File: src/qfpce_pkg.sv
// qfpce_pkg: offsets, field positions, codes and reset values of the
// queue flush / printer port command executor.
// assumes a 32-bit Avalon-MM register bus with word-aligned byte addresses.
package qfpce_pkg;
   // register byte addresses
   localparam logic [5:0] ADDR_CMD_CODE   = 6'h00;
   localparam logic [5:0] ADDR_OPTIONS    = 6'h04;
   localparam logic [5:0] ADDR_RET_STATUS = 6'h08;
   localparam logic [5:0] ADDR_VECTORS    = 6'h0C;
   localparam logic [5:0] ADDR_LEVEL      = 6'h10;
   localparam logic [5:0] ADDR_QUEUE_NUM  = 6'h14;
   localparam logic [5:0] ADDR_PRN_OPTS   = 6'h18;
   localparam logic [5:0] ADDR_COUNT      = 6'h1C;
   localparam logic [5:0] ADDR_INIT_W2    = 6'h20;
   localparam logic [5:0] ADDR_DOORBELL   = 6'h24;
   localparam logic [5:0] ADDR_PRN_TYPE   = 6'h28;
   // command codes
   localparam logic [15:0] CMD_FLUSH_WQ  = 16'h0049;
   localparam logic [15:0] CMD_PRN_INIT  = 16'h004A;
   // command options field positions
   localparam int OPT_INT_EN     = 0;
   localparam int OPT_REPORT     = 8;
   // vector word fields
   localparam int VEC_NORM_LSB   = 8;
   localparam int VEC_ERR_LSB    = 0;
   // count word fields
   localparam int CNT_WIDTH      = 14;
   localparam int CNT_PRIMARY    = 14;
   localparam int CNT_SECONDARY  = 15;
   // printer options field positions
   localparam int PO_STAT_EN_MSB = 7;
   localparam int PO_RSVD_LSB    = 4;
   localparam int PO_BUF_CLEAR   = 13;
   localparam int PO_ODD_PARITY  = 14;
   localparam int PO_PORT_RESET  = 15;
   // printer status line masks per printer type
   localparam logic [7:0] PRN_MASK_TYPE_A = 8'h0F;
   localparam logic [7:0] PRN_MASK_TYPE_B = 8'h07;
   // return status codes
   localparam logic [15:0] STS_OK            = 16'h0000;
   localparam logic [15:0] STS_ILLEGAL_PARAM = 16'h0019;
   localparam logic [15:0] STS_FLUSHED       = 16'h0001;
   localparam logic [15:0] STS_BAD_COMMAND   = 16'h0002;
   // reset values
   localparam logic [15:0] RST_WORD   = 16'h0000;
   localparam logic [13:0] RST_COUNT  = 14'h0000;
   localparam logic [7:0]  RST_BYTE   = 8'h00;
   localparam logic [31:0] RD_ZERO    = 32'h00000000;
   // command engine states
   typedef enum logic [3:0] {
      QFPCE_IDLE,
      QFPCE_DECODE,
      QFPCE_FL_SCAN,
      QFPCE_FL_POP,
      QFPCE_FL_REPORT,
      QFPCE_PRN_RESET,
      QFPCE_FINISH,
      QFPCE_CMPL
   } qfpce_state_e;
endpackage

File: src/qfpce_stat_detect.sv
// qfpce_stat_detect: watches the printer status lines and raises a one-cycle
// status-change pulse for any changed line that is enabled and inside the printer type's mask.
// assumes status lines are synchronous to sys_clk_in.
`timescale 1ns/1ps
`default_nettype none
module qfpce_stat_detect
   import qfpce_pkg::*;
(
   // clock and reset
   input  wire logic       sys_clk_in,
   input  wire logic       rstn_in,
   // configuration
   input  wire logic [7:0] enable_in,
   input  wire logic       type_b_in,
   input  wire logic       port_reset_in,
   // printer status
   input  wire logic [7:0] status_in,
   // change report
   output logic            change_out,
   output logic [7:0]      changed_bits_out
);
   logic [7:0] last_reg;
   logic       primed_reg;
   wire  [7:0] type_mask = type_b_in ? PRN_MASK_TYPE_B : PRN_MASK_TYPE_A;
   // lines are taken as active high, with no inversion
   wire  [7:0] diff      = (status_in ^ last_reg) & enable_in & type_mask;

   always_ff @(posedge sys_clk_in) begin
      if (!rstn_in || port_reset_in) begin
         last_reg         <= RST_BYTE;
         primed_reg       <= 1'b0;
         change_out       <= 1'b0;
         changed_bits_out <= RST_BYTE;
      end else begin
         last_reg         <= status_in;
         primed_reg       <= 1'b1;
         change_out       <= primed_reg && (diff != RST_BYTE);
         changed_bits_out <= diff;
      end
   end
endmodule // qfpce_stat_detect
`default_nettype wire

File: src/qfpce_engine.sv
// qfpce_engine: executes the work queue flush and printer port initialise
// commands from a parameter block held in Avalon-MM registers.
// assumes a queue manager presents the entries of the selected queue one at
// a time, and a completion poster turns completions into bus interrupts.
//
// Local design decisions: the Avalon-MM slave port and the register addresses.
`timescale 1ns/1ps
`default_nettype none
module qfpce_engine
   import qfpce_pkg::*;
(
   // clock and reset
   input  wire logic        sys_clk_in,
   input  wire logic        rstn_in,
   // avalon-mm slave
   input  wire logic [5:0]  avs_address_in,
   input  wire logic        avs_read_in,
   input  wire logic        avs_write_in,
   input  wire logic [31:0] avs_writedata_in,
   input  wire logic [3:0]  avs_byteenable_in,
   output logic [31:0]      avs_readdata_out,
   output logic             avs_waitrequest_out,
   // work queue manager
   output logic [15:0]      fq_queue_out,
   output logic             fq_scan_out,
   output logic             fq_pop_out,
   input  wire logic        fq_avail_in,
   input  wire logic        fq_int_en_in,
   input  wire logic [7:0]  fq_err_vector_in,
   input  wire logic [2:0]  fq_level_in,
   input  wire logic        fq_in_progress_in,
   input  wire logic        fq_secondary_in,
   // completion poster
   output logic             cmpl_valid_out,
   output logic             cmpl_irq_out,
   output logic [2:0]       cmpl_level_out,
   output logic [7:0]       cmpl_vector_out,
   output logic [15:0]      cmpl_status_out,
   output logic             cmpl_entry_out,
   input  wire logic        cmpl_ready_in,
   // printer port
   input  wire logic [7:0]  prn_status_in,
   output logic             prn_buf_clear_out,
   output logic             prn_odd_parity_out,
   output logic             prn_port_reset_out,
   output logic             prn_accept_out,
   output logic             prn_stat_irq_out,
   output logic [7:0]       prn_stat_bits_out,
   output logic [7:0]       prn_stat_vector_out
);
   qfpce_state_e state_reg;
   qfpce_state_e state_next;

   logic [15:0] cmd_code_reg;
   logic [15:0] options_reg;
   logic [15:0] vectors_reg;
   logic [15:0] level_reg;
   logic [15:0] queue_reg;
   logic [15:0] prn_opts_reg;
   logic [15:0] init_w2_reg;
   logic        prn_type_b_reg;
   logic [15:0] ret_status_reg;
   logic [CNT_WIDTH-1:0] count_reg;
   logic        primary_bus_in_progress_reg;
   logic        secondary_bus_in_progress_reg;
   logic        busy_reg;
   logic        rd_valid_reg;
   logic [7:0]  stat_en_reg;
   logic        stat_change;
   logic [7:0]  stat_bits;

   // bus decode
   wire sel_cmd      = avs_address_in == ADDR_CMD_CODE;
   wire sel_opts     = avs_address_in == ADDR_OPTIONS;
   wire sel_status   = avs_address_in == ADDR_RET_STATUS;
   wire sel_vec      = avs_address_in == ADDR_VECTORS;
   wire sel_lvl      = avs_address_in == ADDR_LEVEL;
   wire sel_queue    = avs_address_in == ADDR_QUEUE_NUM;
   wire sel_popts    = avs_address_in == ADDR_PRN_OPTS;
   wire sel_count    = avs_address_in == ADDR_COUNT;
   wire sel_init     = avs_address_in == ADDR_INIT_W2;
   wire sel_door     = avs_address_in == ADDR_DOORBELL;
   wire sel_ptype    = avs_address_in == ADDR_PRN_TYPE;
   wire lo_lanes     = avs_byteenable_in[1:0] == 2'b11;
   // parameter block words are frozen while a command runs
   wire pb_wr        = avs_write_in && !busy_reg && lo_lanes;
   wire door_stall   = avs_write_in && sel_door && busy_reg;
   wire start        = avs_write_in && sel_door && !busy_reg && avs_byteenable_in[0]
                       && avs_writedata_in[0];

   wire [15:0] count_word = {secondary_bus_in_progress_reg,
                             primary_bus_in_progress_reg, count_reg};

   wire [31:0] rd_mux =
      sel_cmd    ? {16'h0000, cmd_code_reg}   :
      sel_opts   ? {16'h0000, options_reg}    :
      sel_status ? {16'h0000, ret_status_reg} :
      sel_vec    ? {16'h0000, vectors_reg}    :
      sel_lvl    ? {16'h0000, level_reg}      :
      sel_queue  ? {16'h0000, queue_reg}      :
      sel_popts  ? {16'h0000, prn_opts_reg}   :
      sel_count  ? {16'h0000, count_word}     :
      sel_init   ? {16'h0000, init_w2_reg}    :
      sel_door   ? {31'h00000000, busy_reg}   :
      sel_ptype  ? {31'h00000000, prn_type_b_reg} :
      RD_ZERO;

   // reads take one wait cycle so read data comes from a flip-flop
   assign avs_waitrequest_out = (avs_read_in && !rd_valid_reg) || door_stall;

   // command fields
   wire is_flush     = cmd_code_reg == CMD_FLUSH_WQ;
   wire is_prn       = cmd_code_reg == CMD_PRN_INIT;
   wire int_en       = options_reg[OPT_INT_EN];
   wire report_on    = options_reg[OPT_REPORT];
   wire [2:0] lvl    = level_reg[2:0];
   wire lvl_bad      = (int_en && lvl == 3'h0) || (level_reg[15:3] != 13'h0000);
   wire prn_rsvd_bad = (prn_opts_reg[PO_STAT_EN_MSB:PO_RSVD_LSB] != 4'h0)
                       || (prn_opts_reg[12:8] != 5'h00);
   wire [7:0] vec_norm = vectors_reg[VEC_NORM_LSB +: 8];
   wire [7:0] vec_err  = vectors_reg[VEC_ERR_LSB +: 8];
   wire cnt_full     = &count_reg;
   wire cmpl_taken   = cmpl_valid_out && cmpl_ready_in;

   // state transitions
   always_comb begin
      state_next = state_reg;
      unique case (state_reg)
         QFPCE_IDLE: begin
            if (start) begin
               state_next = QFPCE_DECODE;
            end
         end
         QFPCE_DECODE: begin
            if (lvl_bad || !(is_flush || is_prn)) begin
               state_next = QFPCE_FINISH;
            end else if (is_flush) begin
               state_next = QFPCE_FL_SCAN;
            end else if (prn_rsvd_bad) begin
               state_next = QFPCE_FINISH;
            end else begin
               state_next = QFPCE_PRN_RESET;
            end
         end
         QFPCE_FL_SCAN: begin
            if (fq_avail_in) begin
               state_next = QFPCE_FL_POP;
            end else begin
               state_next = QFPCE_FINISH;
            end
         end
         QFPCE_FL_POP: begin
            state_next = report_on ? QFPCE_FL_REPORT : QFPCE_FL_SCAN;
         end
         QFPCE_FL_REPORT: begin
            if (cmpl_taken) begin
               state_next = QFPCE_FL_SCAN;
            end
         end
         QFPCE_PRN_RESET: begin
            state_next = QFPCE_FINISH;
         end
         QFPCE_FINISH: begin
            state_next = QFPCE_CMPL;
         end
         QFPCE_CMPL: begin
            if (cmpl_taken) begin
               state_next = QFPCE_IDLE;
            end
         end
         default: begin
            state_next = QFPCE_IDLE;
         end
      endcase
   end

   always_ff @(posedge sys_clk_in) begin
      if (!rstn_in) begin
         state_reg <= QFPCE_IDLE;
      end else begin
         state_reg <= state_next;
      end
   end

   // parameter block words written by software
   always_ff @(posedge sys_clk_in) begin
      if (!rstn_in) begin
         cmd_code_reg   <= RST_WORD;
         options_reg    <= RST_WORD;
         vectors_reg    <= RST_WORD;
         level_reg      <= RST_WORD;
         queue_reg      <= RST_WORD;
         prn_opts_reg   <= RST_WORD;
         init_w2_reg    <= RST_WORD;
         prn_type_b_reg <= 1'b0;
      end else if (pb_wr) begin
         if (sel_cmd)   cmd_code_reg   <= avs_writedata_in[15:0];
         if (sel_opts)  options_reg    <= avs_writedata_in[15:0];
         if (sel_vec)   vectors_reg    <= avs_writedata_in[15:0];
         if (sel_lvl)   level_reg      <= avs_writedata_in[15:0];
         if (sel_queue) queue_reg      <= avs_writedata_in[15:0];
         if (sel_popts) prn_opts_reg   <= avs_writedata_in[15:0];
         if (sel_init)  init_w2_reg    <= avs_writedata_in[15:0];
         if (sel_ptype) prn_type_b_reg <= avs_writedata_in[0];
      end
   end

   // read data and busy flag
   always_ff @(posedge sys_clk_in) begin
      if (!rstn_in) begin
         rd_valid_reg     <= 1'b0;
         avs_readdata_out <= RD_ZERO;
         busy_reg         <= 1'b0;
      end else begin
         rd_valid_reg     <= avs_read_in && !rd_valid_reg;
         avs_readdata_out <= rd_mux;
         if (start) begin
            busy_reg <= 1'b1;
         end else if (state_reg == QFPCE_CMPL && cmpl_taken) begin
            busy_reg <= 1'b0;
         end
      end
   end

   // flush counting and returned words
   always_ff @(posedge sys_clk_in) begin
      if (!rstn_in) begin
         count_reg                     <= RST_COUNT;
         primary_bus_in_progress_reg   <= 1'b0;
         secondary_bus_in_progress_reg <= 1'b0;
         ret_status_reg                <= STS_OK;
      end else if (state_reg == QFPCE_DECODE) begin
         count_reg                     <= RST_COUNT;
         primary_bus_in_progress_reg   <= 1'b0;
         secondary_bus_in_progress_reg <= 1'b0;
      end else if (state_reg == QFPCE_FL_POP) begin
         if (!cnt_full) begin
            count_reg <= count_reg + 14'h0001;
         end
         // the queue holds at most its one in-progress entry; several
         // queues may share a bus, so the flags only ever set here
         if (fq_in_progress_in && !fq_secondary_in) begin
            primary_bus_in_progress_reg <= 1'b1;
         end
         if (fq_in_progress_in && fq_secondary_in) begin
            secondary_bus_in_progress_reg <= 1'b1;
         end
      end else if (state_reg == QFPCE_FINISH) begin
         if (lvl_bad || !(is_flush || is_prn)) begin
            ret_status_reg <= lvl_bad ? STS_ILLEGAL_PARAM : STS_BAD_COMMAND;
         end else if (is_prn && prn_rsvd_bad) begin
            ret_status_reg <= STS_ILLEGAL_PARAM;
         end else begin
            ret_status_reg <= STS_OK;
         end
      end
   end

   // queue manager side
   assign fq_queue_out = queue_reg;
   assign fq_scan_out  = state_reg == QFPCE_FL_SCAN;
   assign fq_pop_out   = state_reg == QFPCE_FL_POP;

   // completion output
   always_ff @(posedge sys_clk_in) begin
      if (!rstn_in) begin
         cmpl_valid_out  <= 1'b0;
         cmpl_irq_out    <= 1'b0;
         cmpl_level_out  <= 3'h0;
         cmpl_vector_out <= RST_BYTE;
         cmpl_status_out <= STS_OK;
         cmpl_entry_out  <= 1'b0;
      end else if (cmpl_taken) begin
         cmpl_valid_out <= 1'b0;
         cmpl_irq_out   <= 1'b0;
      end else if (state_reg == QFPCE_FL_POP && report_on) begin
         cmpl_valid_out  <= 1'b1;
         cmpl_irq_out    <= fq_int_en_in;
         cmpl_level_out  <= fq_level_in;
         cmpl_vector_out <= fq_err_vector_in;
         cmpl_status_out <= STS_FLUSHED;
         cmpl_entry_out  <= 1'b1;
      end else if (state_reg == QFPCE_FINISH) begin
         cmpl_valid_out  <= 1'b1;
         cmpl_irq_out    <= int_en && !lvl_bad;
         cmpl_level_out  <= lvl;
         cmpl_entry_out  <= 1'b0;
         if (lvl_bad || !(is_flush || is_prn) || (is_prn && prn_rsvd_bad)) begin
            cmpl_vector_out <= vec_err;
            cmpl_status_out <= lvl_bad ? STS_ILLEGAL_PARAM :
                               (is_prn ? STS_ILLEGAL_PARAM : STS_BAD_COMMAND);
         end else begin
            cmpl_vector_out <= vec_norm;
            cmpl_status_out <= STS_OK;
         end
      end
   end

   // printer port configuration
   always_ff @(posedge sys_clk_in) begin
      if (!rstn_in) begin
         prn_buf_clear_out  <= 1'b0;
         prn_odd_parity_out <= 1'b0;
         prn_port_reset_out <= 1'b0;
         prn_accept_out     <= 1'b1;
         stat_en_reg        <= RST_BYTE;
      end else begin
         prn_port_reset_out <= 1'b0;
         if (state_reg == QFPCE_PRN_RESET) begin
            // the clear line holds until a later printer initialise command drops the bit
            prn_buf_clear_out  <= prn_opts_reg[PO_BUF_CLEAR];
            prn_odd_parity_out <= !prn_type_b_reg && prn_opts_reg[PO_ODD_PARITY];
            stat_en_reg        <= prn_opts_reg[PO_STAT_EN_MSB:0];
            if (prn_opts_reg[PO_PORT_RESET]) begin
               prn_port_reset_out <= 1'b1;
               prn_accept_out     <= 1'b0;
            end
         end else if (state_reg == QFPCE_CMPL && cmpl_taken) begin
            prn_accept_out <= 1'b1;
         end
      end
   end

   qfpce_stat_detect u_stat_detect (
      .sys_clk_in       (sys_clk_in),
      .rstn_in          (rstn_in),
      .enable_in        (stat_en_reg),
      .type_b_in        (prn_type_b_reg),
      .port_reset_in    (prn_port_reset_out),
      .status_in        (prn_status_in),
      .change_out       (stat_change),
      .changed_bits_out (stat_bits)
   );

   // status-change report carries its vector from init block word 2
   always_ff @(posedge sys_clk_in) begin
      if (!rstn_in) begin
         prn_stat_irq_out    <= 1'b0;
         prn_stat_bits_out   <= RST_BYTE;
         prn_stat_vector_out <= RST_BYTE;
      end else begin
         prn_stat_irq_out    <= stat_change;
         prn_stat_bits_out   <= stat_bits;
         prn_stat_vector_out <= init_w2_reg[7:0];
      end
   end
endmodule // qfpce_engine
`default_nettype wire

File: config.mk
export PLATFORM = sky130hd
export DESIGN_NAME = qfpce_engine
export DESIGN_NICKNAME = d
export VERILOG_FILES = /design/src/qfpce_pkg.sv /design/src/qfpce_stat_detect.sv /design/src/qfpce_engine.sv
export SDC_FILE = /design/constraint.sdc
export NUM_CORES = 1
export LEC_CHECK = 0
export ABC_AREA = 0
export BUFFER_PORTS_ARGS = -buffer_cell sky130_fd_sc_hd__buf_2
export CAP_MARGIN = 25
export CORE_MARGIN = 4
export CORE_UTILIZATION = 50
export CTS_CLUSTER_DIAMETER = 60
export CTS_CLUSTER_SIZE = 10
export DETAILED_ROUTE_END_ITERATION = 7
export HOLD_SLACK_MARGIN = 0.15
export PLACE_DENSITY = 0.73
export RECOVER_POWER = 50
export SETUP_SLACK_MARGIN = 0.2
export SKIP_CTS_REPAIR_TIMING = 1
export SLEW_MARGIN = 20
export SYNTH_ARGS = -nofsm -noshare
export SYNTH_HDL_FRONTEND = slang
export SYNTH_HIERARCHICAL = 1
export SYNTH_SLANG_ARGS = --single-unit
File: constraint.sdc
create_clock -name sys_clk_in -period 3.6 [get_ports sys_clk_in]
set_input_delay 0.36 -clock sys_clk_in [delete_from_list [all_inputs] [get_ports sys_clk_in]]
set_output_delay 0.36 -clock sys_clk_in [all_outputs]
set_load 0.005 [all_outputs]
Word level (Yosys, flattened, before mapping) --
Cells that the tools add are included.
Storage, ports and cells: input port bits 70, output and inout port bits 102, bits in registers 260, word-level logic and storage cells 177
Cells by class: add/sub/neg operators 1, reduce and logical (&&, ||, !) cells 62, multiplexer cells 47, bitwise operators 8, equality and inequality tests 24
Operators with widths (count):
- $mux W16 | 11
- $eq A16 B7 Y1 const B | 2
- $pmux W4 S8 | 1
- $mux W5 | 6
- $reduce_and A2 Y1 | 14
- $eq A6 B5 Y1 const B | 4
- $mux W8 | 3
- $eq A6 B6 Y1 const B | 3
- $logic_and A1 B1 Y1 | 18
- $mux W3 | 6
- $and A8 B8 Y8 | 2
- $eq A4 B3 Y1 const B | 4
- $mux W4 | 4
- $mux W1 | 15
- $add A14 B1 Y14 const B | 1
- $reduce_and A14 Y1 | 1
- $reduce_bool A13 Y1 | 1
- $eq A6 B4 Y1 const B | 2
- $reduce_or A11 Y1 | 1
- $eq A4 B2 Y1 const B | 2
- $ne A2 B2 Y1 const B | 4
- $reduce_bool A8 Y1 | 1
- $xor A8 B8 Y8 | 1
- $logic_not A1 Y1 | 7
- other kinds (14) | 28

Longest topological paths before layout --
depth after elaboration 12, depth in mapped cells 8, mapped depth without buffers 6

Modules after synthesis --
The synthesis kept the hierarchy.
Modules (own cells, without submodules):
- qfpce_engine | cells an instance 1050, area each 8934.8 um2, seq. area each 3963.8 um2, instances 1
- qfpce_stat_detect | cells an instance 35, area each 366.6 um2, seq. area each 200.2 um2, instances 1

Worst setup path after synthesis --
Ideal clock, no wire load.
path kind register to register, start register prn_opts_reg[9], end register cmpl_vector_out[0], stages on the path, launching flop included 6, slack 1.820 ns, buffers on the path 0, clock period less this slack 1.780 ns, arrival time 1.658 ns, cells stage by stage dfxtp_1 nor4_2 nand4b_1 a2111oi_4 nor2_2 a221o_1
On the way: word-level cells in the longest chain between the ends 7
Ends and longest elaborated chain:
- from (decl) | RTL line qfpce_engine.sv:59 | logic [15:0] prn_opts_reg;
- from (signal assigned) | RTL line qfpce_engine.sv:202 | if (sel_popts) prn_opts_reg <= avs_writedata_in[15:0];
- $reduce_bool A5 Y1 | RTL line qfpce_engine.sv:119 | || (prn_opts_reg[12:8] != 5'h00);
- $logic_or A1 B1 Y1 | RTL line qfpce_engine.sv:119
- $logic_and A1 B1 Y1 | RTL line qfpce_engine.sv:288 | if (lvl_bad || !(is_flush || is_prn) || (is_prn && prn_rsvd_bad)) begin
- $logic_or A1 B1 Y1 | RTL line qfpce_engine.sv:288
- $mux W8 | RTL line qfpce_engine.sv:288
- $mux W8 | RTL line qfpce_engine.sv:283 | end else if (state_reg == QFPCE_FINISH) begin
- $mux W8 | RTL line qfpce_engine.sv:276 | end else if (state_reg == QFPCE_FL_POP && report_on) begin
- to (signal assigned) | RTL line qfpce_engine.sv:280 | cmpl_vector_out <= fq_err_vector_in;
- to (signal assigned) | RTL line qfpce_engine.sv:289 | cmpl_vector_out <= vec_err;
- to (signal assigned) | RTL line qfpce_engine.sv:293 | cmpl_vector_out <= vec_norm;
- to (decl) | RTL line qfpce_engine.sv:37 | output logic [7:0] cmpl_vector_out,
Every way passes these cells. The select of a mux whose other input is x is not followed. A chain may end at the register's enable or synchronous reset.

Final worst setup path --
start input avs_address_in[2], end register avs_readdata_out[6]
On the way: word-level cells in the longest chain between the ends 10, elaborated cells between the ends (all ways) 18
Ends and longest elaborated chain:
- from (decl) | RTL line qfpce_engine.sv:16 | input wire logic [5:0] avs_address_in,
- $eq A6 B6 Y1 | RTL line qfpce_engine.sv:81 | wire sel_init = avs_address_in == ADDR_INIT_W2;
- $mux W16 | RTL line qfpce_engine.sv:103 | sel_init ? {16'h0000, init_w2_reg} :
- $mux W16 | RTL line qfpce_engine.sv:102 | sel_count ? {16'h0000, count_word} :
- $mux W16 | RTL line qfpce_engine.sv:101 | sel_popts ? {16'h0000, prn_opts_reg} :
- $mux W16 | RTL line qfpce_engine.sv:100 | sel_queue ? {16'h0000, queue_reg} :
- $mux W16 | RTL line qfpce_engine.sv:99 | sel_lvl ? {16'h0000, level_reg} :
- $mux W16 | RTL line qfpce_engine.sv:98 | sel_vec ? {16'h0000, vectors_reg} :
- $mux W16 | RTL line qfpce_engine.sv:97 | sel_status ? {16'h0000, ret_status_reg} :
- $mux W16 | RTL line qfpce_engine.sv:96 | sel_opts ? {16'h0000, options_reg} :
- $mux W16 * | RTL line qfpce_engine.sv:95 | sel_cmd ? {16'h0000, cmd_code_reg} :
- to (signal assigned) | RTL line qfpce_engine.sv:216 | avs_readdata_out <= rd_mux;
- to (decl) | RTL line qfpce_engine.sv:21 | output logic [31:0] avs_readdata_out,
Every way passes the cells marked *; elsewhere a longest branch is shown, timed or not.

==> flow_metrics.env <==
export IMPL_worstSetupPathType="input pin to flip-flop"
export IMPL_syn_area_um2=9160
export IMPL_grt_pass1_wl_mm=38.8
export IMPL_critical_path_arrival_ps=3110
export IMPL_start_kind="input pin"
export IMPL_outcome="finished with violations"
export IMPL_relSlewSlack_pct=-23.4
export IMPL_pwr_share_seq_pct=49.1
export IMPL_end_kind="flip-flop"
export IMPL_area_delta_synth_final_pct=13.5
export IMPL_worstPathRequired_ps=4000
export IMPL_drcViolationCount=0
export IMPL_p_comb_share_pct=4.5
export IMPL_final_nets=1238
export IMPL_die_w_um=143
export IMPL_multi_input_area_um2=4580
export IMPL_power_switching_mw=0.996
export IMPL_root_buffer="clkbuf_16"
export IMPL_dr_first_iter_drc_count=703
export IMPL_diodes=0
export IMPL_grt_max_degree=115
export IMPL_fin_crit_sh_pct=75.3
export IMPL_internal_power_mw=3.64
export IMPL_antenna_found_initial=0
export IMPL_ir_drop_uv=327
export IMPL_grt_pass1_vias=7241
export IMPL_pin_count=172
export IMPL_nFillCells=1659
export IMPL_numCtsBuffers=24
export IMPL_gp_congestion=0.868
export IMPL_register_area_um2=4080
export IMPL_port_buffers=121
export IMPL_syn_avg_cell_area_um2=8.53
export IMPL_cellPowerDensity_nw_per_um2=446
export IMPL_dpl_hpwl_mm=17.7
export IMPL_rows=49
export IMPL_clock_path_buffers=3
export IMPL_worst_pin_slew_ps=1850
export IMPL_critPathMaxFanout=20
export IMPL_path_clk_slew_ps=50
export IMPL_hold_path_class="input pin to flip-flop"
export IMPL_htreeDepth=1
export IMPL_fp_dieH_um=143
export IMPL_setup_viol=0
export IMPL_dieArea_um2=20500
export IMPL_fin_tns_setup_ps=0
export IMPL_power_leakage_nw=3.72
export IMPL_fin_ws_ps=889
export IMPL_timing_hold_ws_ps=127
export IMPL_power_share_clock_pct=46.4
export IMPL_dp_slack_ps=1100
export IMPL_ant_nets=0
export IMPL_synth_cells=1073
export IMPL_route_vias_total=8036
export IMPL_fin_skew_ps=11.2
export IMPL_cts_tree="done"
export IMPL_synth_warnings=6
export IMPL_overflow=0
export IMPL_failed_checks="capacitance limit, slew limit"
export IMPL_fmax_mhz=369
export IMPL_maxSlewViolCount=115
export IMPL_viasPerCell=5.75
export IMPL_swShare_pct=21.5
export IMPL_finalHoldViolCount=0
export IMPL_post_route_min_period_ps=2710
export IMPL_grt_usage_pct=23.6
export IMPL_fp_coreArea_um2=18000
export IMPL_initial_core_util_pct=51.0
export IMPL_drive_above_1_share_pct=12.6
export IMPL_cts_sinks=204
export IMPL_wl_per_cell_um=18.2
export IMPL_rsz0062_at_grt="false"
export IMPL_wirelength_mm=25.4
export IMPL_drtPass1Iterations=7
export IMPL_clk_latency_ps=510
export IMPL_drv_cap=1
## final timing paths
check	from	to	slack (ps)	depth (start not counted)
setup / recovery	avs_address_in[2]	avs_readdata_out[6]	890	6
setup reg to reg	cmd_code_reg[9]	cmpl_vector_out[1]	1090	5
hold / removal	fq_in_progress_in	primary_bus_in_progress_reg	130	3
hold reg to reg	rd_valid_reg	rd_valid_reg	410	1
## placed cells by master (no fill, tap or decap), drive strengths merged, types with 13 or more instances in the layout
cell type,n
and2,30
nor2b,30
mux2,13
nand2,244
mux2i,21
a22oi,15
buf,93
o211ai,15
o2111ai,13
a21boi,103
a31oi,18
nor2,41
nand3,47
clkbuf,69
o21ai,34
dfxtp,204
a21oi,15
conb,32
## worst max-delay path, cell delays in order
cell and delay (ps):
clkbuf_1 750, nand3_1 640, clkbuf_1 570, o2111ai_1 320, o211ai_1 150, a31oi_1 290
## final cells by class
class,instances,share of cell area [%]
multi-input combinational,782,44.0
sequential,204,39.3
timing repair buffer,143,7.09
tap,229,2.76
clock inverter,1,0.289
clock buffer,27,6.09
inverter,12,0.433
## power groups by stage
stage                     Sequential, mW  Clock (mW)  Combinational (mW)
after detailed placement            2.32           0               0.202
final                               2.28        2.15               0.210
after global placement              2.32           0               0.200
after global routing                2.27        2.28               0.227
after CTS                           2.27        2.18               0.203
after floorplan                     2.32           0               0.136
## routing by layer
layer	part of all wire (%)	wire length, µm	track usage (%)	up-vias
met2	45	11500	37.8	357
li1	-	-	-	3843
met1	42	10700	32.1	3759
met4	4.5	1130	10.3	0
met5	0	0	0	-
met3	8.3	2120	3.16	77
## stage by stage
step	total power [mW]	instance area, µm²	utilization, %	std cells
after CTS	4.66	10400	57.9	1390
after global routing	4.78	10400	57.9	1398
after floorplan	2.46	9270	-	1103
after detailed placement	2.52	9740	54.2	1362
final	4.63	10400	57.9	1398
after global placement	2.52	9740	54.2	1362
No activity file was read; power rests on OpenSTA's default activity.
